### src/verilog/boidec_pkg.sv
// Package: encodings, field positions and constants for the bit-op / interrupt-return decoder
package boidec_pkg;

  // ==========================================================
  // Widths
  localparam int INSN_W  = 14;
  localparam int PC_W    = 13;
  localparam int ADDR_W  = 7;
  localparam int DATA_W  = 8;
  localparam int STACK_D = 8;
  localparam int SP_W    = 3;

  // ==========================================================
  // Encodings
  localparam logic [1:0]  OPC_CLASS_BIT  = 2'h1;
  localparam logic [1:0]  BITOP_CLEAR    = 2'h0;
  localparam logic [1:0]  BITOP_SET      = 2'h1;
  localparam logic [1:0]  BITOP_TEST_CLR = 2'h2;
  localparam logic [13:0] INSN_IRQ_RET   = 14'h0009;
  localparam logic [13:0] INSN_NOP       = 14'h0000;

  // ==========================================================
  // Field positions
  localparam int CLASS_MSB  = 13;
  localparam int CLASS_LSB  = 12;
  localparam int BITOP_MSB  = 11;
  localparam int BITOP_LSB  = 10;
  localparam int BIDX_MSB   = 9;
  localparam int BIDX_LSB   = 7;
  localparam int FADDR_MSB  = 6;
  localparam int FADDR_LSB  = 0;
  localparam int GIE_BIT    = 7;

  // ==========================================================
  // Reset values and vector
  localparam logic [12:0] PC_RESET   = 13'h0000;
  localparam logic [12:0] IRQ_VECTOR = 13'h0004;
  localparam logic        GIE_RESET  = 1'b0;

  // ==========================================================
  // Types
  typedef struct packed {
    logic [ADDR_W-1:0] addr;
    logic [DATA_W-1:0] data;
    logic              we;
  } boidec_fwr_s;

  typedef enum logic [2:0] {
    ST_EXEC  = 3'b001,
    ST_FLUSH = 3'b010,
    ST_IRQ   = 3'b100
  } boidec_state_e;

endpackage

### src/verilog/boidec_core.sv
// Decode and execute of bit clear/set/test-skip and interrupt return
`timescale 1ns/1ps
module boidec_core (
  // Clock and reset
  input  wire logic                          ref_clk,
  input  wire logic                          rstn,
  // Fetch path
  input  wire logic [13:0]                   fetch_insn,
  input  wire logic                          irq_req,
  output logic [12:0]                        pc_out,
  // File register port
  input  wire logic [7:0]                    file_rdata,
  output logic [6:0]                         file_raddr,
  output boidec_pkg::boidec_fwr_s            file_wr,
  // Interrupt control and status
  output logic                               global_irq_enable,
  output logic                               status_we,
  output logic [2:0]                         stack_depth
);

  // ==========================================================
  // Decode
  wire [1:0] insn_class = fetch_insn[boidec_pkg::CLASS_MSB:boidec_pkg::CLASS_LSB];
  wire [1:0] bitop      = fetch_insn[boidec_pkg::BITOP_MSB:boidec_pkg::BITOP_LSB];
  wire [2:0] bidx       = fetch_insn[boidec_pkg::BIDX_MSB:boidec_pkg::BIDX_LSB];
  wire [6:0] faddr      = fetch_insn[boidec_pkg::FADDR_MSB:boidec_pkg::FADDR_LSB];

  boidec_pkg::boidec_state_e state_reg;
  boidec_pkg::boidec_state_e state_next;
  logic                      global_irq_enable_reg;

  wire       in_exec    = (state_reg == boidec_pkg::ST_EXEC);
  wire       is_bitcls  = in_exec && (insn_class == boidec_pkg::OPC_CLASS_BIT);
  wire       bit_clear_op = is_bitcls && (bitop == boidec_pkg::BITOP_CLEAR);
  wire       bit_set_op   = is_bitcls && (bitop == boidec_pkg::BITOP_SET);
  wire       bit_test_op  = is_bitcls && (bitop == boidec_pkg::BITOP_TEST_CLR);
  wire       interrupt_return_op = in_exec && (fetch_insn == boidec_pkg::INSN_IRQ_RET);
  wire       take_irq   = in_exec && irq_req && global_irq_enable_reg && !interrupt_return_op;
  wire [7:0] bit_mask   = 8'h01 << bidx;
  wire       sel_bit    = |(file_rdata & bit_mask);
  wire       skip_taken = bit_test_op && !sel_bit;

  // ==========================================================
  // Return stack
  logic [12:0] stack_mem [0:boidec_pkg::STACK_D-1];
  logic [2:0]  sp_reg;
  logic [12:0] pc_reg;
  boidec_pkg::boidec_fwr_s file_wr_reg;

  wire [2:0]  sp_top       = sp_reg - 3'h1;
  wire [12:0] stack_top_entry = stack_mem[sp_top];
  wire [12:0] pc_inc       = pc_reg + 13'h0001;
  wire [12:0] pc_skip      = pc_reg + 13'h0002;

  // Irq entry stalls one cycle, like the two-cycle branches
  always_comb
  begin
    state_next = boidec_pkg::ST_EXEC;
    case (state_reg)
      boidec_pkg::ST_EXEC:
      begin
        if (take_irq)
          state_next = boidec_pkg::ST_IRQ;
        else if (skip_taken || interrupt_return_op)
          state_next = boidec_pkg::ST_FLUSH;
      end
      boidec_pkg::ST_FLUSH: state_next = boidec_pkg::ST_EXEC;
      boidec_pkg::ST_IRQ:   state_next = boidec_pkg::ST_EXEC;
      default:              state_next = boidec_pkg::ST_EXEC;
    endcase
  end

  // Dead cycles hold pc, so the jump target is the next word executed
  wire [12:0] pc_next =
    !in_exec            ? pc_reg :
    take_irq            ? boidec_pkg::IRQ_VECTOR :
    interrupt_return_op ? stack_top_entry :
    skip_taken          ? pc_skip :
    pc_inc;

  wire [7:0] wr_data = bit_set_op ? (file_rdata | bit_mask)
                                  : (file_rdata & ~bit_mask);

  always_ff @(posedge ref_clk or negedge rstn)
  begin
    if (!rstn)
    begin
      state_reg             <= boidec_pkg::ST_EXEC;
      pc_reg                <= boidec_pkg::PC_RESET;
      sp_reg                <= 3'h0;
      global_irq_enable_reg <= boidec_pkg::GIE_RESET;
      file_wr_reg           <= '0;
    end
    else
    begin
      state_reg <= state_next;
      pc_reg    <= pc_next;
      // Ring stack: overflow wraps silently, as on the real core
      if (take_irq)
        sp_reg <= sp_reg + 3'h1;
      else if (interrupt_return_op)
        sp_reg <= sp_top;
      if (take_irq)
        global_irq_enable_reg <= 1'b0;
      else if (interrupt_return_op)
        global_irq_enable_reg <= 1'b1;
      file_wr_reg.addr <= faddr;
      file_wr_reg.data <= wr_data;
      file_wr_reg.we   <= (bit_clear_op || bit_set_op) && !take_irq;
    end
  end

  // Entries reset so a return on an empty stack lands on a known address
  always_ff @(posedge ref_clk or negedge rstn)
  begin
    if (!rstn)
    begin
      for (int i = 0; i < boidec_pkg::STACK_D; i++)
        stack_mem[i] <= boidec_pkg::PC_RESET;
    end
    else if (take_irq)
      stack_mem[sp_reg] <= pc_reg;
  end

  // ==========================================================
  // Outputs
  assign pc_out            = pc_reg;
  assign file_raddr        = faddr;
  assign file_wr           = file_wr_reg;
  assign global_irq_enable = global_irq_enable_reg;
  assign stack_depth       = sp_reg;
  assign status_we         = 1'b0;

  // ==========================================================
  // Checks
  property p_clear_bit;
    @(posedge ref_clk) disable iff (!rstn)
      (bit_clear_op && !take_irq) |=> (file_wr.we && !(file_wr.data[$past(bidx)]) && file_wr.addr == $past(faddr));
  endproperty
  a_clear_bit: assert property (p_clear_bit) else $error("bit clear did not write zero");

  property p_set_bit;
    @(posedge ref_clk) disable iff (!rstn)
      (bit_set_op && !take_irq) |=> (file_wr.we && file_wr.data[$past(bidx)]);
  endproperty
  a_set_bit: assert property (p_set_bit) else $error("bit set did not write one");

  property p_no_skip;
    @(posedge ref_clk) disable iff (!rstn)
      (bit_test_op && sel_bit && !take_irq) |=> (state_reg == boidec_pkg::ST_EXEC && pc_out == $past(pc_out) + 13'h0001);
  endproperty
  a_no_skip: assert property (p_no_skip) else $error("test with bit set did skip");

  property p_skip_flush;
    @(posedge ref_clk) disable iff (!rstn)
      (skip_taken && !take_irq) |=> (state_reg == boidec_pkg::ST_FLUSH && !file_wr.we) ##1 (state_reg == boidec_pkg::ST_EXEC);
  endproperty
  a_skip_flush: assert property (p_skip_flush) else $error("skip did not flush one cycle");

  property p_ret_pc;
    @(posedge ref_clk) disable iff (!rstn)
      interrupt_return_op |=> (pc_out == $past(stack_top_entry) && stack_depth == $past(stack_depth) - 3'h1);
  endproperty
  a_ret_pc: assert property (p_ret_pc) else $error("return did not load top of stack");

  property p_ret_gie;
    @(posedge ref_clk) disable iff (!rstn)
      interrupt_return_op |=> global_irq_enable;
  endproperty
  a_ret_gie: assert property (p_ret_gie) else $error("return did not set enable");

  property p_ret_two;
    @(posedge ref_clk) disable iff (!rstn)
      interrupt_return_op |=> (state_reg == boidec_pkg::ST_FLUSH) ##1 (state_reg == boidec_pkg::ST_EXEC);
  endproperty
  a_ret_two: assert property (p_ret_two) else $error("return not two cycles");

  property p_irq_entry;
    @(posedge ref_clk) disable iff (!rstn)
      take_irq |=> (!global_irq_enable && pc_out == boidec_pkg::IRQ_VECTOR && stack_depth == $past(stack_depth) + 3'h1);
  endproperty
  a_irq_entry: assert property (p_irq_entry) else $error("interrupt entry wrong");

  property p_no_status;
    @(posedge ref_clk) disable iff (!rstn)
      (is_bitcls || interrupt_return_op) |-> ##[0:1] !status_we;
  endproperty
  a_no_status: assert property (p_no_status) else $error("status flags written");

  property p_skip_pc;
    @(posedge ref_clk) disable iff (!rstn)
      (skip_taken && !take_irq) |=> (pc_out == $past(pc_out) + 13'h0002);
  endproperty
  a_skip_pc: assert property (p_skip_pc) else $error("skip did not step over next word");

  property p_dead_nowr;
    @(posedge ref_clk) disable iff (!rstn)
      (state_reg != boidec_pkg::ST_EXEC) |=> !file_wr.we;
  endproperty
  a_dead_nowr: assert property (p_dead_nowr) else $error("discarded word was executed");

  // A dead cycle that moved pc would lose the jump target word
  property p_dead_hold;
    @(posedge ref_clk) disable iff (!rstn)
      (state_reg != boidec_pkg::ST_EXEC) |=> (pc_out == $past(pc_out));
  endproperty
  a_dead_hold: assert property (p_dead_hold) else $error("pc moved in dead cycle");

  property p_irq_masked;
    @(posedge ref_clk) disable iff (!rstn)
      (in_exec && irq_req && !global_irq_enable) |=> (state_reg != boidec_pkg::ST_IRQ);
  endproperty
  a_irq_masked: assert property (p_irq_masked) else $error("interrupt taken while disabled");

endmodule // boidec_core

### config.mk
export PLATFORM = sky130hd
export DESIGN_NAME = boidec_core
export DESIGN_NICKNAME = d
export VERILOG_FILES = /design/src/verilog/boidec_pkg.sv /design/src/verilog/boidec_core.sv
export SDC_FILE = /design/constraint.sdc
export NUM_CORES = 1
export LEC_CHECK = 0
export BUFFER_PORTS_ARGS = -buffer_cell sky130_fd_sc_hd__buf_2
export CELL_PAD_IN_SITES_DETAIL_PLACEMENT = 0
export CELL_PAD_IN_SITES_GLOBAL_PLACEMENT = 1
export CORE_MARGIN = 1
export CORE_UTILIZATION = 49
export DETAILED_ROUTE_END_ITERATION = 7
export GPL_TIMING_DRIVEN = 0
export PLACE_DENSITY_LB_ADDON = 0.25
export SKIP_LAST_GASP = 1
export SYNTH_ARGS = -nofsm -noshare
export SYNTH_HDL_FRONTEND = slang
export SYNTH_SLANG_ARGS = --single-unit
### constraint.sdc
create_clock -name ref_clk -period 2.65 [get_ports ref_clk]
set_clock_uncertainty 0.1 [all_clocks]
set_input_delay 0.795 -clock ref_clk [delete_from_list [all_inputs] [get_ports ref_clk]]
set_output_delay 0.795 -clock ref_clk [all_outputs]
set_load 0.005 [all_outputs]
After elaboration in Yosys (flattened, before gate mapping)

Index checks and enable logic that the tools add are counted.

Output and inout bits: 41
Logic and storage cells: 70
Bits in registers: 140

$lt $le $gt $ge: 3
Reductions and logical operators: 19
Eq/ne operators: 5
Shifts and indexed selects: 1
Add/sub/neg operators: 4
Muxes and demuxes: 17
Bitwise operators: 6

Operators with widths:

| kind                                                                 | number |
|---|---|
| 104-bit bitwise mux                                                  | 1 |
| 13-bit two-way mux                                                   | 6 |
| 13-bit binary-select mux with 3-bit select                           | 1 |
| 13-bit demux with 3-bit select                                       | 1 |
| 8-bit AND                                                            | 2 |
| 14-bit by 4-bit == test with 1-bit output, second input constant     | 1 |
| 13-bit by 1-bit adder with 13-bit output, second input constant      | 1 |
| 13-bit by 2-bit adder with 13-bit output, second input constant      | 1 |
| 3-bit two-way mux                                                    | 4 |
| 1-bit logical AND                                                    | 11 |
| 4-bit >= comparator, second input constant                           | 2 |
| 8-bit two-way mux                                                    | 1 |
| 3-bit NOT with 4-bit output                                          | 2 |
| 8-bit NOT                                                            | 1 |
| 8-bit bitwise OR                                                     | 1 |
| 8-bit OR reduction                                                   | 1 |
| 1-bit by 3-bit left shift with 8-bit output, first input constant    | 1 |
| 2-bit by 1-bit == test with 1-bit output, second input constant      | 2 |
| 4-bit by 1-bit < comparator with 1-bit output, second input constant | 1 |
| 3-bit by 1-bit adder with 3-bit output, second input constant        | 1 |
| 3-bit by 1-bit == test with 1-bit output, second input constant      | 1 |
| 1-bit zero test                                                      | 3 |
| 3-bit by 1-bit subtractor with 3-bit output, second input constant   | 1 |
| 2-bit == test, second input constant                                 | 1 |
| 5 further kinds                                                      | 7 |

Depth between registers and ports, before layout

Depth in word-level cells: 9
Depth in mapped cells: 9
Mapped depth without buffers: 7

Worst setup path after synthesis

No wires, ideal clock.

Path kind: input to register
Start: input fetch_insn[1]
End: register stack_mem[10] (netlist bit)
Required time: 2.425 ns
Cell stages on the path: 8
Path slack: 0.009 ns
Library setup time: 0.125 ns
Data arrival time: 2.417 ns
Cell sequence: nor4_1 > and4_1 > nand2_2 > nand2_2 > or3_1 > clkbuf_1 > buf_2 > mux2_2

Word-level cells in the longest chain between the ends: 4

RTL lines:

| element                                   | line               | text |
|---|---|---|
| start, declared                           | boidec_core.sv:8   | `input wire logic [13:0] fetch_insn,` |
| 14-bit by 4-bit == test with 1-bit output | boidec_core.sv:37  | `wire interrupt_return_op = in_exec && (fetch_insn == boidec_pkg::INSN_IRQ_RET);` |
| 1-bit logical AND                         | boidec_core.sv:37  |  |
| 1-bit zero test                           | boidec_core.sv:38  | `wire take_irq = in_exec && irq_req && global_irq_enable_reg && !interrupt_return_op;` |
| 1-bit logical AND                         | boidec_core.sv:38  |  |
| end signal, assigned by index             | boidec_core.sv:119 | `stack_mem[i] <= boidec_pkg::PC_RESET;` |
| end signal, assigned by index             | boidec_core.sv:122 | `stack_mem[sp_reg] <= pc_reg;` |
| end, declared                             | boidec_core.sv:45  | `logic [12:0] stack_mem [0:boidec_pkg::STACK_D-1];` |

No other way between the ends.
A chain may end at the register's enable or synchronous reset.

Worst setup path in the final report

Start: input fetch_insn[3]
End: register stack_mem[34] (netlist bit)

Same word-level chain as after synthesis.

==> summary.txt <==
Worst setup path
  – Critical Path End Type: register
  – Flop-to-flop setup slack: 30 ps
  – R2R depth: 7
  – RR Startpoint: state_reg[2]$_DFF_PN0_
  – CP startpoint kind: input port
  – Req. time, crit path: 2850 ps
  – Worst r2r dst: stack_mem[34]$_DFFE_PN0P_
  – Worst Path Max Fanout: 10
  – Crit path DAT: 2830 ps
  – CP Class: input port to register

Die
  – Die width: 120 microns
  – CORE AREA: 13400 sq um
  – Total Die Area: between 10000 and 15000 sq um
  – Cell Rows: 42
  – Num ports: 66
  – Die height: about 120 microns
  – Initial Utilization: 50.9%

Clock network
  – Clk pin slew, worst setup/hold paths: ~60 ps
  – Num CTS Buffers: 17
  – H-tree depth: 4
  – Worst-Skew Late Latency: roughly 420 ps
  – CTS tree: done
  – CTS root buffer: clkbuf_16
  – CTS sink cnt: 140
  – Clk buf depth: 2
  – Cts hold-fix bufs: 0

Power
  – VDD IR max: 494 uV
  – Overall power: 0.00576 W
  – Power Density: around 710 nW/um^2
  – Leak pwr: 3.83 nW

Placement
  – Final GP Congestion: 0.868
  – Post-DP HPWL: between 10 and 15 mm
  – Port bufs: 64
  – Pre-CTS WS: -780 ps
  – DP Cell Count: a little under 800

Synth
  – Cell variety after synth: 57
  – Synth Register Bits: 140
  – Ys flop type: dfrtp_1
  – Cell taking the most area after synthesis: dfrtp_1
  – Share of the synthesized area in the top cell type: roughly half
  – Sequential-to-total area share from yosys stat: 51.4%
  – EDFF count, synth: 0
  – Post-Syn Area: 6820 sq um
  – Synth top area cells: dfrtp_1, mux2_2, mux4_2
  – Yosys Warn Count: 0
  – Post-Synthesis Cells: 528
  – Syn nets: approximately 560
  – Syn Area/Cell: 12.9 sq um
  – Async SR Flop Fraction: 100%

Timing
  – Slew Limit Fails: 0
  – Tightest Pin Transition: approximately 900 ps
  – Final count of negative-setup-slack endpoints: 0
  – Minimum clock period: ~2600 ps
  – Final Cycle Share: approximately 99%
  – Final worst setup slack: 25.2 ps
  – RSZ-0062 raised after global routing: yes
  – Final hold vios: 0
  – FMAX: 0.381 GHz
  – Worst hold slack: between 200 and 250 ps
  – Relative slew margins: 40.3%

Layout
  – Filler cells: between 1000 and 1500
  – Layout cells sized above 1: 46.3%
  – Max FFs per register: 104
  – Final non-filler cell total: 802
  – Final net count: 642
  – Core Util, Final: 60.9%
  – P&R area growth vs syn: 19.7%
  – Ant diodes: 0
  – Multi-input logic area: 3140 sq um
  – Register Area: 3510 sq um

Drt
  – DRT iter0 DRCs: roughly 320
  – Drt pass-1 iters: 4
  – Average wire per standard cell: 20.1 microns
  – Antenna viol nets, final: 0
  – Post-Route WL: 16.1 mm
  – Remaining DRCs: 0
  – Via count: 4668
  – Routed vias/inst: 5.82

Global route
  – Vias in the first global route: 4756
  – Initial antenna violation count: 0
  – Total GRT Usage: 24.3%
  – Largest net degree at the start of global routing: between 80 and 90
  – GR Overflow Total: 0
  – First-pass GRT wire length: 26.2 mm

Status
  – Status: complete, no violations

Flow run
  – Max Cap Viol: 0

Hold path
  – Hold Crit Class: input port to async pin
==> layout make-up <==
cell class,count,area share [%]
plain buffers,45,3.31
clock buffers,20,5.71
multi-input cells,335,38.4
repair buffers,69,4.70
clock inverters,12,1.96
inverters,5,0.230
well taps,176,2.70
flip-flops and latches,140,42.9
==> cells in the final DEF (no fill, tap or decap), drive strengths merged, types with 3 or more instances in the layout <==
cell type | synthesis | layout
nor2 | 18 | 18
o21ai | 12 | 12
a31oi | 8 | 8
mux4 | 26 | 26
and2 | 3 | 3
a21oi | 10 | 10
buf | 25 | 94
or4 | 4 | 4
dfrtp | 139 | 139
nor4 | 4 | 4
nand2 | 46 | 46
nand3 | 11 | 11
clkbuf | 23 | 40
nor3 | 11 | 11
nand3b | 4 | 4
mux2i | 7 | 7
o211ai | 3 | 3
nand4 | 7 | 7
xnor2 | 8 | 8
nor3b | 5 | 5
mux2 | 112 | 112
a32o | 3 | 3
bufinv | 0 | 3
ha | 4 | 4
inv | 5 | 8
clkinvlp | 0 | 4
==> cells by family (layout without fill, tap and decap cells) <==
kind of cell | Yosys count | count (layout) | synth area share [%]
compound gates | 53 | 53 | 5.52
xor+xnor | 10 | 10 | 1.28
fa+ha+maj | 4 | 4 | 0.733
buf+inv | 53 | 151 | 3.87
flops | 140 | 140 | 51.4
mux | 145 | 145 | 28.1
other cells | 1 | 1 | 0.0550
simple gates | 122 | 122 | 9.09
==> power by group <==
group	switching [W]	leakage (nW)	internal, W
sequential	0.000145	1.89	0.00223
clock	0.000929	0.296	0.00156
combinational	0.000560	1.64	0.000332
total	0.00163	3.83	0.00413
==> synth_stat cells, types with 2 or more instances <==
| cell | count |
|---|---|
| and4_1 | 2 |
| mux2i_1 | 7 |
| ha_1 | 4 |
| nor4_1 | 4 |
| o311ai_0 | 2 |
| nand4_1 | 7 |
| and2_1 | 3 |
| o211ai_1 | 3 |
| nand2_1 | 44 |
| clkbuf_1 | 23 |
| dfrtp_1 | 139 |
| buf_2 | 13 |
| nand3_1 | 11 |
| buf_4 | 11 |
| nor3b_1 | 4 |
| or4_1 | 4 |
| xor2_1 | 2 |
| a32o_1 | 3 |
| mux2_2 | 111 |
| nor3_1 | 11 |
| inv_1 | 4 |
| nor2_1 | 17 |
| a21oi_1 | 9 |
| a31oi_1 | 8 |
| nand2_2 | 2 |
| xnor2_1 | 8 |
| a31o_2 | 2 |
| nand3b_1 | 4 |
| mux4_2 | 26 |
| o21ai_1 | 2 |
| nand2b_1 | 2 |
| a211oi_1 | 2 |
| o21ai_0 | 10 |
==> timing repair <==
item,in CTS,in global routing
gates resized for setup,21,13
buffers inserted,2,2
pin swaps,1,0
endpoints found under the setup margin,98,92
gates cloned,0,0
==> layer usage <==
metal	vias up	part of all wire, %	track usage (%)
met5	-	0	0
met3	33	5.1	6.23
met1	2387	45	32.2
met4	0	2.6	9.77
met2	145	47	38.2
li1	2103	-	-
==> critical path, cell delays in order <==
cell and delay [ps]:
buf_2 120, nor4bb_4 170, and4_1 170, nand2_2 210, nand2_4 140, nor3_2 450
buf_2 390, mux2_2 380
==> how the worst max path moves through the flow <==
stage,start,endpoint,cells past startpoint
after detailed placement,fetch_insn[2],pc_out[8]$_DFFE_PN0N_,9
after floorplan,fetch_insn[1],stack_mem[10]$_DFFE_PN0P_,8
final,fetch_insn[3],stack_mem[34]$_DFFE_PN0P_,8
after global placement,rstn,stack_mem[32]$_DFFE_PN0P_,1
after global routing,state_reg[2]$_DFF_PN0_,stack_mem[97]$_DFFE_PN0P_,7
after CTS,fetch_insn[1],stack_mem[61]$_DFFE_PN0P_,9
==> through the flow <==
stage / area (sq um) / TNS [ps]
final: 8170 / 0
after global routing: 8170 / -3240
after CTS: 8110 / -1380
after detailed placement: 7400 / -70350
after global placement: 7360 / -227560
after floorplan: 6820 / 0
Power figures use the tool's default switching activity.
